$ cat src/verilog/rx_pkg.sv
package rx_pkg;

    // register byte offsets
    localparam logic [7:0] CTRL_OFS  = 8'h00;
    localparam logic [7:0] MODE_OFS  = 8'h04;
    localparam logic [7:0] STAT_OFS  = 8'h08;
    localparam logic [7:0] RHR_OFS   = 8'h0C;
    localparam logic [7:0] THR_OFS   = 8'h10;
    localparam logic [7:0] GUARD_OFS = 8'h14;
    localparam logic [7:0] BAUD_OFS  = 8'h18;
    localparam logic [7:0] BIPH_OFS  = 8'h1C;

    // field positions
    localparam int C_CLR = 8, C_SENDA = 19;
    localparam int M_SYNC = 0, M_OVER = 1, M_LEN = 2, M_NINE = 4;
    localparam int M_MSB = 5, M_PAR = 6, M_STOP = 9, M_MAN = 11;
    localparam int M_ONEBIT = 12;
    localparam int B_PL = 0, B_PP = 4, B_POL = 6;
    localparam int S_RDY = 0, S_TX_READY_FLAG = 1, S_OVR = 5, S_PE = 7;
    localparam int S_TXE = 9, S_ME = 20, RHR_SYNC = 15;

    // reset values
    localparam logic [12:0] MODE_RST     = 13'h010C;
    localparam logic [6:0]  BIPH_RST     = 7'h00;
    localparam logic [7:0]  GUARD_RST    = 8'h00;
    localparam logic [15:0] BAUD_DIV_RST = 16'h001A;

    // samples per bit
    localparam logic [4:0] OSR16 = 5'h10, OSR8 = 5'h08, OSR_CLK = 5'h01;

    localparam logic [2:0] PAR_EVEN = 3'h0, PAR_ODD = 3'h1;
    localparam logic [2:0] PAR_SPACE = 3'h2, PAR_MARK = 3'h3;
    localparam logic [1:0] PP_ONES = 2'h0, PP_ZO = 2'h2, PP_OZ = 2'h3;
    localparam logic [5:0] SYNC_DATA = 6'h07, SYNC_CMD = 6'h38;

    typedef enum logic [2:0] {
        R_IDLE, R_HUNT, R_DATA, R_PAR, R_STOP
    } rx_state_type;

    function automatic logic [3:0] char_bits(input logic nine,
                                             input logic [1:0] len);
        return nine ? 4'h9 : 4'h5 + {2'h0, len};
    endfunction

    function automatic logic par_on(input logic [2:0] m);
        return !(m[2] && !m[1]);
    endfunction

    function automatic logic mdrop(input logic [2:0] m);
        return m[2] && m[1];
    endfunction

    function automatic logic [8:0] nmask(input logic [3:0] nb);
        return ~(9'h1FF << nb);
    endfunction

    function automatic logic par_bit(input logic [8:0] d,
                                     input logic [3:0] nb,
                                     input logic [2:0] m,
                                     input logic addr);
        logic x;
        x = ^(d & nmask(nb));
        if (mdrop(m)) return addr;
        case (m)
            PAR_EVEN:  return x;
            PAR_ODD:   return ~x;
            PAR_SPACE: return 1'h0;
            PAR_MARK:  return 1'h1;
            default:   return 1'h0;
        endcase
    endfunction

endpackage

$ cat src/verilog/serial_rx_core.sv
// Functional notes
// - async mode oversamples the line 8 or 16 times per bit, by select bit.
// - start bit after half a bit low; then every 8th/16th sample is a bit.
// - receiver uses transmitter length, nine-bit, order, parity settings.
// - only one stop bit checked; hunting restarts right after it.
// - biphase mode matches chosen preamble pattern; length zero skips it.
// - receive polarity bit selects the biphase input stream polarity.
// - one-bit delimiter means encoded zero; otherwise three-period sync pattern.
// - holding register sync bit: 0 data sync, 1 command sync.
// - biphase hunting samples quarters; any low quarter starts a frame.
// - valid start keeps timing; a mismatch keeps hunting until hcnt reaches tlen+2, then idles.
// - missing mid-bit transition sets biphase error; clear-status clears it.
// - clocked mode samples every baud tick; a low sample is a start.
// - finished character loads holding register, sets ready; overrun if set.
// - reading holding register clears ready; clear-status clears overrun.
// - parity even, odd, space, mark or none.
// - parity mismatch sets parity error unless none; clear-status clears it.
// - parity codes 6 and 7 select multidrop; parity bit marks address.
// - send-address command marks next written character as an address.
// - multidrop character with parity bit one sets parity error.
// - transmitter holds line high for guard bits after stop bits.
// - with guard, ready waits for start bit; empty waits for guard end.
// - nine-bit select forces nine data bits over the length field.
module serial_rx_core
    import rx_pkg::*;
#(
    parameter logic [15:0] BAUD_DIV = BAUD_DIV_RST
) (
    input  wire logic        pclk,    // system clock, 50 MHz
    input  wire logic        presetn, // async reset, active low
    input  wire logic        psel,    // apb select
    input  wire logic        penable, // apb enable
    input  wire logic        pwrite,  // apb direction
    input  wire logic [7:0]  paddr,   // apb byte address
    input  wire logic [31:0] pwdata,  // apb write data
    output logic      [31:0] prdata,  // apb read data
    output logic             pready,  // apb ready
    output logic             pslverr, // apb error
    input  wire logic        rxd,     // serial in
    output logic             txd      // serial out
);

    typedef struct packed {
        rx_state_type st;
        logic [15:0]  div;
        logic [4:0]   smp;
        logic [4:0]   txs;
        logic [3:0]   bcnt;
        logic         ph;
        logic         h0;
        logic [8:0]   sr;
        logic         par;
        logic [35:0]  win;
        logic [6:0]   hcnt;
        logic         styp;
        logic [12:0]  mode;
        logic [6:0]   biph;
        logic [7:0]   guard;
        logic [15:0]  cd;
        logic [8:0]   rx_holding_reg;
        logic         rsync;
        logic         rdy;
        logic         ovr;
        logic         pe;
        logic         me;
        logic [31:0]  rdata;
    } core_type;

    core_type s, n;

    logic        line;
    logic        tick;
    logic [4:0]  osr;
    logic [4:0]  hlf;
    logic [4:0]  per;
    logic [3:0]  nb;
    logic [2:0]  pmode;
    logic        pen;
    logic        bip;
    logic        pol;
    logic        bitv;
    logic        wr;
    logic        rd_rhr;
    logic        clr;
    logic        senda;
    logic        thr_wr;
    logic        tx_ready;
    logic        tx_empty;
    logic        tx_bit;
    logic [5:0]  tlen;
    logic [35:0] w;
    logic [35:0] mask;
    logic        mt_d;
    logic        mt_c;
    logic        fin;
    logic        me_hit;
    logic        par_now;
    logic [8:0]  ch;
    logic        pe_hit;

    line_sync3 u_sync (
        .pclk    (pclk),
        .presetn (presetn),
        .din     (rxd),
        .dout    (line)
    );

    // start template, oldest half-bit in the upper end
    function automatic logic [35:0] tmpl(input logic cmd);
        logic [35:0] t;
        logic        b;
        logic [1:0]  pp;
        t = '1;
        pp = s.biph[B_PP+:2];
        for (int i = 0; i < 15; i++) begin
            b = (pp == PP_ONES) || (pp == PP_ZO && i[0])
                || (pp == PP_OZ && !i[0]);
            if (i < int'(s.biph[B_PL+:4]))
                t = {t[33:0], b ^ pol, !(b ^ pol)};
        end
        if (s.mode[M_ONEBIT]) t = {t[33:0], pol, !pol};
        else t = {t[29:0], cmd ? SYNC_CMD : SYNC_DATA};
        return t;
    endfunction

    function automatic logic mapped(input logic [7:0] a);
        return a inside {CTRL_OFS, MODE_OFS, STAT_OFS, RHR_OFS,
                         THR_OFS, GUARD_OFS, BAUD_OFS, BIPH_OFS};
    endfunction

    // clocked mode uses one sample per bit
    assign osr = s.mode[M_SYNC] ? OSR_CLK
               : (s.mode[M_OVER] ? OSR8 : OSR16);
    assign hlf = osr >> 1;
    assign tick = s.div == s.cd;
    assign bip = s.mode[M_MAN];
    assign per = bip ? hlf : osr;
    assign pol = s.biph[B_POL];
    assign nb = char_bits(s.mode[M_NINE], s.mode[M_LEN+:2]);
    assign pmode = s.mode[M_PAR+:3];
    assign pen = par_on(pmode);
    assign bitv = bip ? s.h0 ^ pol : line;
    assign tx_bit = tick && s.txs == osr - 5'h01;

    assign tlen = {1'h0, s.biph[B_PL+:4], 1'h0}
                + (s.mode[M_ONEBIT] ? 6'h02 : 6'h06);
    assign mask = ~(36'hF_FFFF_FFFF << tlen);
    assign w = {s.win[34:0], line};
    assign mt_d = ((w ^ tmpl(1'h0)) & mask) == '0;
    assign mt_c = !s.mode[M_ONEBIT] && ((w ^ tmpl(1'h1)) & mask) == '0;

    assign wr = psel && penable && pwrite;
    assign rd_rhr = psel && penable && !pwrite && paddr == RHR_OFS;
    assign clr = wr && paddr == CTRL_OFS && pwdata[C_CLR];
    assign senda = wr && paddr == CTRL_OFS && pwdata[C_SENDA];
    assign thr_wr = wr && paddr == THR_OFS;

    always_comb begin
        n = s;
        fin = 1'h0;
        me_hit = 1'h0;
        par_now = s.par;
        n.div = tick ? 16'h0000 : s.div + 16'h0001;
        if (tick) n.txs = (s.txs == osr - 5'h01) ? 5'h00 : s.txs + 5'h01;

        unique case (s.st)
            R_IDLE: if (tick) begin
                if (bip) begin
                    // quarter boundary; biphase needs oversampling
                    if (s.smp == (osr >> 2) - 5'h01) begin
                        n.smp = 5'h00;
                        if (!line) begin
                            n.st = R_HUNT;
                            n.win = {35'h7_FFFF_FFFF, 1'h0};
                            n.hcnt = 7'h01;
                        end
                    end else begin
                        n.smp = s.smp + 5'h01;
                    end
                end else if (line) begin
                    n.smp = 5'h00;
                end else if (s.mode[M_SYNC]
                             || s.smp == hlf - 5'h01) begin
                    n.st = R_DATA;
                    n.smp = 5'h00;
                    n.bcnt = 4'h0;
                end else begin
                    n.smp = s.smp + 5'h01;
                end
            end
            R_HUNT: if (tick) begin
                if (s.smp == hlf - 5'h01) begin
                    n.smp = 5'h00;
                    n.win = w;
                    n.hcnt = s.hcnt + 7'h01;
                    if (mt_d || mt_c) begin
                        n.st = R_DATA;
                        n.styp = mt_c;
                        n.bcnt = 4'h0;
                        n.ph = 1'h0;
                    end else if (s.hcnt >= {1'h0, tlen} + 7'h02) begin
                        n.st = R_IDLE;
                    end
                end else begin
                    n.smp = s.smp + 5'h01;
                end
            end
            R_DATA, R_PAR, R_STOP: if (tick) begin
                if (s.smp == per - 5'h01) begin
                    n.smp = 5'h00;
                    n.ph = !s.ph;
                    if (bip && !s.ph) begin
                        n.h0 = line;
                    end else begin
                        if (bip && s.h0 == line) me_hit = 1'h1;
                        unique case (s.st)
                            R_DATA: begin
                                n.sr = s.mode[M_MSB] ? {s.sr[7:0], bitv}
                                                     : {bitv, s.sr[8:1]};
                                n.bcnt = s.bcnt + 4'h1;
                                if (s.bcnt == nb - 4'h1) begin
                                    if (pen) n.st = R_PAR;
                                    else if (bip) fin = 1'h1;
                                    else n.st = R_STOP;
                                end
                            end
                            R_PAR: begin
                                par_now = bitv;
                                n.par = bitv;
                                if (bip) fin = 1'h1;
                                else n.st = R_STOP;
                            end
                            default: fin = 1'h1;
                        endcase
                    end
                end else begin
                    n.smp = s.smp + 5'h01;
                end
            end
            default: n.st = R_IDLE;
        endcase

        // one stop bit only; hunting resumes at once
        if (fin) begin
            n.st = R_IDLE;
            n.smp = 5'h00;
        end

        ch = s.mode[M_MSB] ? n.sr & nmask(nb) : n.sr >> (4'h9 - nb);
        pe_hit = mdrop(pmode) ? par_now
               : pen && par_now != par_bit(ch, nb, pmode, 1'h0);

        // clears first so a same-cycle event wins
        if (rd_rhr) n.rdy = 1'h0;
        if (clr) begin
            n.ovr = 1'h0;
            n.pe = 1'h0;
            n.me = 1'h0;
        end
        if (me_hit) n.me = 1'h1;
        if (fin) begin
            n.rx_holding_reg = ch;
            n.rsync = s.styp;
            n.rdy = 1'h1;
            if (s.rdy && !rd_rhr) n.ovr = 1'h1;
            if (pe_hit) n.pe = 1'h1;
        end

        if (wr) begin
            unique case (paddr)
                MODE_OFS:  n.mode = pwdata[12:0];
                GUARD_OFS: n.guard = pwdata[7:0];
                BAUD_OFS:  n.cd = pwdata[15:0];
                BIPH_OFS:  n.biph = pwdata[6:0];
                default:   n.mode = s.mode;
            endcase
        end

        // read data fixed in setup phase, held through access
        if (psel && !penable) begin
            n.rdata = '0;
            unique case (paddr)
                MODE_OFS:  n.rdata[12:0] = s.mode;
                GUARD_OFS: n.rdata[7:0] = s.guard;
                BAUD_OFS:  n.rdata[15:0] = s.cd;
                BIPH_OFS:  n.rdata[6:0] = s.biph;
                RHR_OFS: begin
                    n.rdata[8:0] = s.rx_holding_reg;
                    n.rdata[RHR_SYNC] = s.rsync;
                end
                STAT_OFS: begin
                    n.rdata[S_RDY] = s.rdy;
                    n.rdata[S_TX_READY_FLAG] = tx_ready;
                    n.rdata[S_OVR] = s.ovr;
                    n.rdata[S_PE] = s.pe;
                    n.rdata[S_TXE] = tx_empty;
                    n.rdata[S_ME] = s.me;
                end
                default:   n.rdata = '0;
            endcase
        end
    end

    always_ff @(posedge pclk or negedge presetn) begin
        if (!presetn) begin
            s <= '0;
            s.st <= R_IDLE;
            s.mode <= MODE_RST;
            s.biph <= BIPH_RST;
            s.guard <= GUARD_RST;
            s.cd <= BAUD_DIV;
            s.win <= '1;
        end else begin
            s <= n;
        end
    end

    tx_guard_shifter u_tx (
        .pclk      (pclk),
        .presetn   (presetn),
        .bit_tick  (tx_bit),
        .wr_en     (thr_wr),
        .wr_data   (pwdata[8:0]),
        .addr_cmd  (senda),
        .nbits     (nb),
        .pmode     (pmode),
        .msb_first (s.mode[M_MSB]),
        .stops     (s.mode[M_STOP+:2]),
        .guard     (s.guard),
        .txd       (txd),
        .tx_ready  (tx_ready),
        .tx_empty  (tx_empty)
    );

    assign prdata = s.rdata;
    assign pready = 1'h1;
    assign pslverr = psel && penable && !mapped(paddr);
endmodule // serial_rx_core

$ cat src/verilog/line_sync3.sv
module line_sync3 (
    input  wire logic pclk,     // system clock
    input  wire logic presetn,  // async reset, active low
    input  wire logic din,      // raw pin level
    output logic      dout      // filtered level
);
    typedef struct packed {
        logic [2:0] sh;
        logic       lvl;
    } sync_type;

    sync_type s, n;

    always_comb begin
        n = s;
        n.sh = {s.sh[1:0], din};
        // change accepted only once stages two and three agree
        if (s.sh[1] == s.sh[2]) n.lvl = s.sh[2];
    end

    always_ff @(posedge pclk or negedge presetn) begin
        if (!presetn) s <= '1;
        else s <= n;
    end

    assign dout = s.lvl;
endmodule // line_sync3

$ cat src/verilog/tx_guard_shifter.sv
module tx_guard_shifter
    import rx_pkg::*;
(
    input  wire logic       pclk,      // system clock
    input  wire logic       presetn,   // async reset, active low
    input  wire logic       bit_tick,  // one pulse per bit period
    input  wire logic       wr_en,     // holding register write
    input  wire logic [8:0] wr_data,   // character to send
    input  wire logic       addr_cmd,  // send-address command
    input  wire logic [3:0] nbits,     // data bits per character
    input  wire logic [2:0] pmode,     // parity mode
    input  wire logic       msb_first, // bit order
    input  wire logic [1:0] stops,     // stop count field
    input  wire logic [7:0] guard,     // idle bits after stops
    output logic            txd,       // serial out
    output logic            tx_ready,  // holding register free
    output logic            tx_empty   // nothing left to send
);
    typedef struct packed {
        logic [8:0]  hold;
        logic        full;
        logic        haddr;
        logic        apend;
        logic        busy;
        logic [10:0] sr;
        logic [9:0]  rem;
        logic        txd;
    } tx_type;

    tx_type s, n;

    function automatic logic [10:0] frame(input logic [8:0] d,
                                          input logic a);
        logic [10:0] f;
        f = '1;
        for (int i = 0; i < 9; i++) begin
            if (i < int'(nbits))
                f[i] = msb_first ? d[int'(nbits) - 1 - i] : d[i];
        end
        if (par_on(pmode)) f[nbits] = par_bit(d, nbits, pmode, a);
        return f;
    endfunction

    always_comb begin
        n = s;
        if (addr_cmd) n.apend = 1'h1;
        // writes while the holding register is full are dropped
        if (wr_en && !s.full) begin
            n.hold = wr_data;
            n.full = 1'h1;
            n.haddr = s.apend;
            n.apend = 1'h0;
        end
        if (bit_tick) begin
            if (s.busy && s.rem != 10'h000) begin
                n.txd = s.sr[0];
                n.sr = {1'h1, s.sr[10:1]};
                n.rem = s.rem - 10'h001;
            end else begin
                n.busy = 1'h0;
                n.txd = 1'h1;
                // reload only after stops and guard: ready tracks start
                if (s.full) begin
                    n.busy = 1'h1;
                    n.txd = 1'h0;
                    n.full = 1'h0;
                    n.sr = frame(s.hold, s.haddr);
                    n.rem = {6'h00, nbits} + {9'h000, par_on(pmode)}
                          + ((stops == 2'h0) ? 10'h001 : 10'h002)
                          + {2'h0, guard};
                end
            end
        end
    end

    always_ff @(posedge pclk or negedge presetn) begin
        if (!presetn) begin
            s <= '0;
            s.txd <= 1'h1;
        end else begin
            s <= n;
        end
    end

    assign txd = s.txd;
    assign tx_ready = !s.full;
    assign tx_empty = !s.full && !s.busy;
endmodule // tx_guard_shifter

$ cat config.mk
export PLATFORM = sky130hd
export DESIGN_NAME = serial_rx_core
export DESIGN_NICKNAME = d
export VERILOG_FILES = /design/src/verilog/rx_pkg.sv /design/src/verilog/serial_rx_core.sv /design/src/verilog/line_sync3.sv /design/src/verilog/tx_guard_shifter.sv
export SDC_FILE = /design/constraint.sdc
export NUM_CORES = 1
export LEC_CHECK = 0
export BUFFER_PORTS_ARGS = -buffer_cell sky130_fd_sc_hd__clkbuf_2
export CAP_MARGIN = 10
export CORE_MARGIN = 4
export CORE_UTILIZATION = 53
export DETAILED_ROUTE_END_ITERATION = 16
export PLACE_DENSITY = 0.7
export SKIP_LAST_GASP = 1
export SYNTH_ARGS = -nofsm -noshare
export SYNTH_HDL_FRONTEND = slang
export SYNTH_SLANG_ARGS = --single-unit
$ cat constraint.sdc
create_clock -name pclk -period 5.99 [get_ports pclk]
set_input_delay 0.2995 -clock pclk [delete_from_list [all_inputs] [get_ports pclk]]
set_output_delay 0.2995 -clock pclk [all_outputs]
set_load 0.05 [all_outputs]
==> key figures, run 1 <==
Critical path
  • Most used cell along the critical path: nor2_1
  • Worst path required time: 6430 ps
  • WP data arrival: 5260 ps
  • Worst setup SP type: flop
  • Worst R2R Path Depth: 15
  • Critical Path Sink Type: flop
  • Critical Path Start: s[75]$_DFFE_PN0P_
  • Reg-to-Reg Start: s[75]$_DFFE_PN0P_
  • Reg-to-Reg End: s[177]$_DFFE_PN0P_
  • CP max FO: 9
  • Slowest stage delay, CP: 700 ps
  • Worst Path Class, Setup: flop to flop
  • Worst-path cell chain: inv_1, ha_1, xnor2_1, nor2_1, o32ai_1, nor2_1, a211oi_1, xnor2_1, o21ai_0, and4_1, nand4b_1, nor2_1, nand2_1, a31oi_1, mux2_2
  • Reg2Reg Setup Slack: 1160 ps
  • CP max-delay cell: xnor2_1

STA
  • Unrepaired setup endpoints after global routing: no
  • Maximum clock rate: 207 MHz
  • Slew Limit Fails: 0
  • Worst-margin pin slew: ~1100 ps
  • Slew headroom: about 24%
  • Clock Skews: roughly 24 ps
  • Final hold violations: 0
  • Period minus WS final: 4830 ps
  • Setup-failing EPs final: 0
  • TNS Setup: 0 ps
  • Final cycle utilization of the critical path: 80.6%
  • Worst Slack Setup Final: between 1000 and 1500 ps

GRT
  • Pin count of the biggest net entering global routing: approximately 140
  • First-pass GRT wire length: around 64000 um
  • GRT overflow: 0
  • Vias in the first global route: 12000
  • Aggregate global-route resource usage: about a quarter
  • Initial antenna violation count: 0

Power
  • Int Power: 2.85 mW
  • Switch share: 30.3%
  • NetSw: 1.24 mW
  • Seq pwr share: 40.2%
  • Maximum vdd ir drop: 265 uV
  • Clock share of power: 41.9%
  • Combinational power share: 17.9%
  • Static Leak: 6.70 nW
  • Pwr/cell area: approximately 260 nW/um2
  • Total power: between 4 and 5 mW

Detailed routing
  • Final ANT Viol Nets: 0
  • Final wirelength: 39300 um
  • DR vias: ~13000
  • Drt wl/cell: 19.5 um
  • Post-route DRC: 0
  • Initial detailed-routing violation count: 1142
  • First-pass detailed-route iteration total: 7
  • Via-to-Cell Ratio: between 6 and 7

Cells and area
  • Post-layout instance area: 15700 um2
  • Area grow syn2layout: 9.20%
  • Filler instances: 2331
  • Share of post-route cells with drive strength above 1: 15.3%
  • Final #Nets: 1757
  • Register Area: 5110 um2
  • Multi-input logic area: 8580 um2

Synthesis
  • Post-synthesis sequential area ratio: a little over a third
  • Cells after synthesis: between 1500 and 2000
  • FF+latch count, synth: 202
  • Dominant synthesized flop cell: dfrtp_1
  • Leading area contributor after synthesis: dfrtp_1
  • Area fraction of the dominant cell type after synthesis: 27.1%
  • Netlist cell types: roughly 80
  • Top post-synthesis cells by area: dfrtp_1, dfstp_2, mux2_2, o21ai_0, a21oi_1
  • Post-synth EDFFs: 0
  • Ys async rst share: 100%
  • Synth Cell Area: approximately 14000 um2
  • Post-Syn Area per Cell: 8.65 um2
  • Synth warnings: 0

Floorplanning
  • Core Footprint: 26900 um2
  • # rows: 60
  • Chip Height: 173 um
  • IO Pins: 81
  • Die area: 29900 um2
  • Width of the die: 173 um
  • Starting Density: 53.6%

Worst hold path
  • Hold EP: s[35]$_DFFE_PN0P_
  • Worst Hold Launch: pwrite
  • Hold Crit Class: primary input to flop
  • Worst Hold Depth: 3

Run
  • Max-Cap Viols: 0

Clock network
  • H-tree depth: 1
  • Clk buf depth: 3
  • CTS tree: done
  • Clk_lat worst skew: 550 ps
  • Root Driver: clkbuf_16
  • CTS Buf Count: 24
  • CTS resizes: 0
  • Clk sink count: approximately 200
  • Clk slew on worst S/H paths: 60 ps

Place
  • Place WS: 1270 ps
  • Placed cell area: 14700 um2
  • Dpl hpwl: 27300 um
  • Routability cong.: 0.953
  • Number of buffers added on ports: 49

Status
  • Status: finished, final reports clean
## cells in the final DEF (no fill, tap or decap), types with 8 or more instances in the layout
cell type	instances
nand2_1	174
dfrtp_1	156
o21ai_0	137
a21oi_1	136
nor2_1	133
mux2_2	76
xnor2_1	69
nand3_1	56
ha_1	50
clkbuf_2	48
dfstp_2	46
mux2i_1	45
xor2_1	37
inv_1	35
nor3_1	34
a22oi_1	26
a31oi_1	24
clkbuf_16	24
buf_4	22
a21o_1	20
nor2b_1	18
conb_1	18
nand2b_1	17
and3_1	17
o31ai_1	16
o22ai_1	15
nand4_1	11
and2_1	11
a211oi_1	11
o211ai_1	9
dlygate4sd3_1	9
nor3b_1	8
a22o_1	8
a221oi_1	8
## kinds of logic after synthesis
group	share of synthesized area (%)
xor gates and xnor gates	6.76
adders and majority gates	4.97
other	0.0521
muxes	9.32
AOI/OAI and AO/OA	21.3
DFF	35.5
buffers and inverters	5.54
and+or+nand+nor	16.6
## registers in the layout, summed over array words and instances, names as in the netlist
register     cells
s              141
u_tx.s          34
prdata          17
pmode            3
u_sync.n         2
bip              1
pol              1
u_sync.dout      1
u_sync.s         1
u_tx.txd         1
## timing repair
item / CTS / global route
endpoints found under the hold margin: 43 / 0
setup buffers: 0 / 0
hold buffers: 9 / 0
## final cells by class
class                   count  area share (%)
repair buffers             81            3.36
diodes                      1          0.0159
clock inverters            14            1.78
well taps                 341            2.71
clock buffers              30            4.15
multi-input cells        1307            54.5
flip-flops and latches    202            32.5
inverters                  41           0.978
## per-stage QoR
step / util [%] / hold WS (ps) / std cells
after floorplan: - / 3.91 / 1682
after detailed placement: 54.7 / 333 / 1963
after global placement: 54.7 / 328 / 1963
after global routing: 58.5 / 46.2 / 2016
final: 58.5 / 37.8 / 2017
after CTS: 58.5 / 12.0 / 2016
## power by group through the flow
stage	registers, mW	clock network [mW]	logic (mW)
after global placement	1.66	0	0.707
after detailed placement	1.66	0	0.726
after floorplan	1.61	0	0.574
after CTS	1.64	1.74	0.734
after global routing	1.66	1.80	0.826
final	1.64	1.71	0.733
## cell usage after synthesis, types with 15 or more instances
master	instances
nand2_1	174
dfrtp_1	156
o21ai_0	138
a21oi_1	136
nor2_1	133
clkbuf_1	78
mux2_2	76
xnor2_1	69
nand3_1	56
ha_1	50
dfstp_2	46
mux2i_1	45
xor2_1	37
inv_1	35
buf_4	34
nor3_1	34
a22oi_1	26
a31oi_1	24
a21o_1	20
nor2b_1	18
and3_1	17
nand2b_1	17
o31ai_1	16
o22ai_1	15
## critical path: cells and delay by family, from the launching register on
family | cells | cell delay (ps)
DFF | 1 | 460
muxes | 1 | 370
adders and majority gates | 1 | 360
xor gates and xnor gates | 2 | 800
AOI/OAI and AO/OA | 4 | 1480
and+or+nand+nor | 6 | 1170
buffers and inverters | 1 | 70
## per-layer routing
layer | track usage, % | up-vias | wire (um)
li1 | - | 5937 | -
met4 | 7.52 | 0 | 1170
met1 | 36.6 | 6125 | 17700
met3 | 3.59 | 85 | 2560
met2 | 40.5 | 434 | 17900
met5 | 0 | - | 0
## worst max-delay path by stage
| stage | to |
|---|---|
| global route | s[177]$_DFFE_PN0P_ |
| finish | s[177]$_DFFE_PN0P_ |
| floorplan | s[177]$_DFFE_PN0P_ |
| global placement | s[177]$_DFFE_PN0P_ |
| detailed placement | s[177]$_DFFE_PN0P_ |
| CTS | s[177]$_DFFE_PN0P_ |
(Power assumes the default switching activity.)
==> run 2, diff against run 1 <==
PLACE_DENSITY = 0.73   (was 0.7)
clock period = 4.04 ns   (was 5.99 ns; I/O delays follow)
==> run 2 against run 1 <==
  * Non-clock buffer count rose by 100
  * Setup slack lost 1000 ps
  * Power increased by 47%
  * Via count rose by 4.0%
  * Utilization grew 3.5 points
  * Combinational power is 71% higher
  * Sequential cell count unchanged
  * Register-to-register slack got worse by 1000 ps
  * Global-route usage increased by 1.3 points
  * Hold slack improved by 8.1 ps
==> key figures, run 2 (same netlist as run 1, synthesis figures left out) <==
Status
  • Status: finished, final reports clean

Critical path
  • Slowest stage delay, CP: 590 ps
  • Critical Path Sink Type: flop
  • Critical path depth: 17
  • Critical path destination: s[33]$_DFF_PN0_
  • WP data arrival: 4330 ps
  • Worst R2R Path Depth: 17
  • Reg2Reg Setup Slack: 130 ps
  • WP buf/inv: 3
  • Worst Path Class, Setup: flop to flop
  • CP max-delay cell: dfstp_2
  • Worst-path cell chain: ha_4, nand2b_4, clkinvlp_4, buf_4, ha_1, nor2_1, nand2_1, nor3_1, buf_4, a21oi_1, o32ai_1, xor2_1, o22ai_2, xnor3_2, mux2i_1, nand3_1, a22o_1
  • CP max FO: 6
  • Critical Path Start: s[79]$_DFFE_PN1P_
  • Most used cell along the critical path: buf_4
  • CP top delay family: simple AND/OR/NAND/NOR gates
  • Worst setup SP type: flop
  • Worst path required time: 4460 ps
  • Reg-to-Reg Start: s[79]$_DFFE_PN1P_
  • Reg-to-Reg End: s[33]$_DFF_PN0_

Cells and area
  • Area grow syn2layout: 15.7%
  • Largest Register: s
  • Commonest non-fill, non-tap cell in the layout: nand2_1
  • Final #Nets: 1857
  • Commonest cells after routing, fill and taps aside: nand2_1, dfrtp_1, o21ai_0, nor2_1, a21oi_1
  • Filler instances: 2200
  • Max reg flops: 141
  • Number of diodes: 0
  • Share of post-route cells with drive strength above 1: 21.9%
  • Post-route core utilization: 62.0%

Detailed routing
  • DR vias: 13100
  • First-pass detailed-route iteration total: 5
  • Max layer used: met4
  • Final wirelength: 41300 um
  • Met3 WL: about 2400 um
  • Final ANT Viol Nets: 0
  • Post-route DRC: 0
  • Via-to-Cell Ratio: between 6 and 7
  • DR WL met2: about 19000 um
  • M1 wire length: 18100 um
  • Initial detailed-routing violation count: 1177
  • Drt wl/cell: between 15 and 20 um

Run
  • Max-Cap Viols: 0

STA
  • Final hold violations: 0
  • Maximum clock rate: 256 MHz
  • Slew Limit Fails: 0
  • Final cycle utilization of the critical path: 96.8%
  • Clock Skews: 28.6 ps
  • Worst Slack Setup Final: 130 ps
  • Worst-margin pin slew: 1140 ps
  • Period minus WS final: 3910 ps
  • Setup-failing EPs final: 0
  • Slew headroom: 24.2%

Clock network
  • Clk slew on worst S/H paths: 60 ps
  • H-tree depth: 1
  • CTS Buf Count: 24
  • Clk buf depth: 3
  • Root Driver: clkbuf_16
  • Clk sink count: 202
  • Clk_lat worst skew: roughly 550 ps
  • CTS tree: done

Floorplanning
  • Starting Density: between 50% and 60%
  • Chip Height: 173 um
  • Width of the die: 173 um
  • Die area: 29900 um2
  • # rows: 60
  • Core Footprint: 26900 um2
  • IO Pins: 81

Power
  • Static Leak: 7.20 nW
  • Maximum vdd ir drop: about 350 uV
  • Pwr/cell area: 360 nW/um2

GRT
  • Vias in the first global route: 12600
  • Initial antenna violation count: 0
  • Aggregate global-route resource usage: 26.8%
  • First-pass GRT wire length: 67400 um
  • GRT overflow: 0
  • Pin count of the biggest net entering global routing: 90

Place
  • Place WS: -28.2 ps
  • Routability cong.: 0.975
  • Number of buffers added on ports: roughly 50
  • Dpl hpwl: 29300 um

Worst hold path
  • Hold Crit Class: primary input to flop
## run 2: cell count changes in the layout (fill, tap and decap cells not counted), sizes merged
cell         change
clkinvlp         +3
inv              +1
diode            -1
clkinv           -4
clkbuf           +2
bufinv           -2
dlygate4sd3      +4
buf             +96
## run 2: report_power, final
part	leakage, nW	switching (mW)	internal, mW	total (mW)
Combinational	4.20	0.760	0.488	1.25
Sequential	2.59	0.171	2.21	2.38
Clock	0.407	0.910	1.46	2.37
Total	7.20	1.84	4.16	6.00
## run 2: worst min-delay path, cell delays in order
cell,delay (ps)
clkbuf_2,90
nand2_1,80
o41ai_1,110
nand2_1,70
## run 2: metrics by stage
| stage | cells | instance area, um2 | hold WS (ps) | TNS [ps] | total power [mW] |
|---|---|---|---|---|---|
| after global routing | 2116 | 16700 | 40.7 | -20.5 | 6.31 |
| final | 2116 | 16700 | 45.9 | 0 | 6.00 |
| after global placement | 2053 | 15400 | 289 | 0 | 3.58 |
| after detailed placement | 2053 | 15400 | 291 | -68.9 | 3.62 |
| after CTS | 2110 | 16400 | 32.7 | 0 | 6.02 |
| after floorplan | 1682 | 14500 | -93.6 | -16.0 | 3.24 |
## run 2: worst min-delay path by stage
stage | start | end | slack (ps) | cells past startpoint
after global placement | rxd | u_sync.n[2]$_DFF_PN1_ | 290 | 1
after floorplan | presetn | bip$_DFFE_PN0P_ | -90 | 0
after CTS | penable | s[35]$_DFFE_PN0P_ | 30 | 4
final | penable | s[35]$_DFFE_PN0P_ | 50 | 4
after detailed placement | rxd | u_sync.n[2]$_DFF_PN1_ | 290 | 1
after global routing | pwdata[5] | s[51]$_DFFE_PN0P_ | 40 | 2
## run 2: what timing repair did
action	4_1_cts	5_1_grt
resized for setup	4	48
buffers inserted	0	6
cloned	0	0
hold buffers	13	0
hold endpoints to repair	71	0
pin swaps	0	14
endpoints found under the setup margin	6	20
## run 2: area by class of cell
class | instances | area, um2 | area share [%]
clock buffer | 32 | 651 | 3.90
clock inverter | 12 | 219 | 1.31
inverter | 41 | 161 | 0.968
multi-input combinational | 1307 | 8770 | 52.6
sequential | 202 | 5110 | 30.7
tap | 341 | 427 | 2.56
timing repair buffer | 181 | 1320 | 7.93
## run 2: metal layers
metal,up-vias,GRT usage (%)
met5,-,0
met4,0,8.71
met3,88,3.48
met2,481,43.6
met1,6386,37.4
li1,6126,-
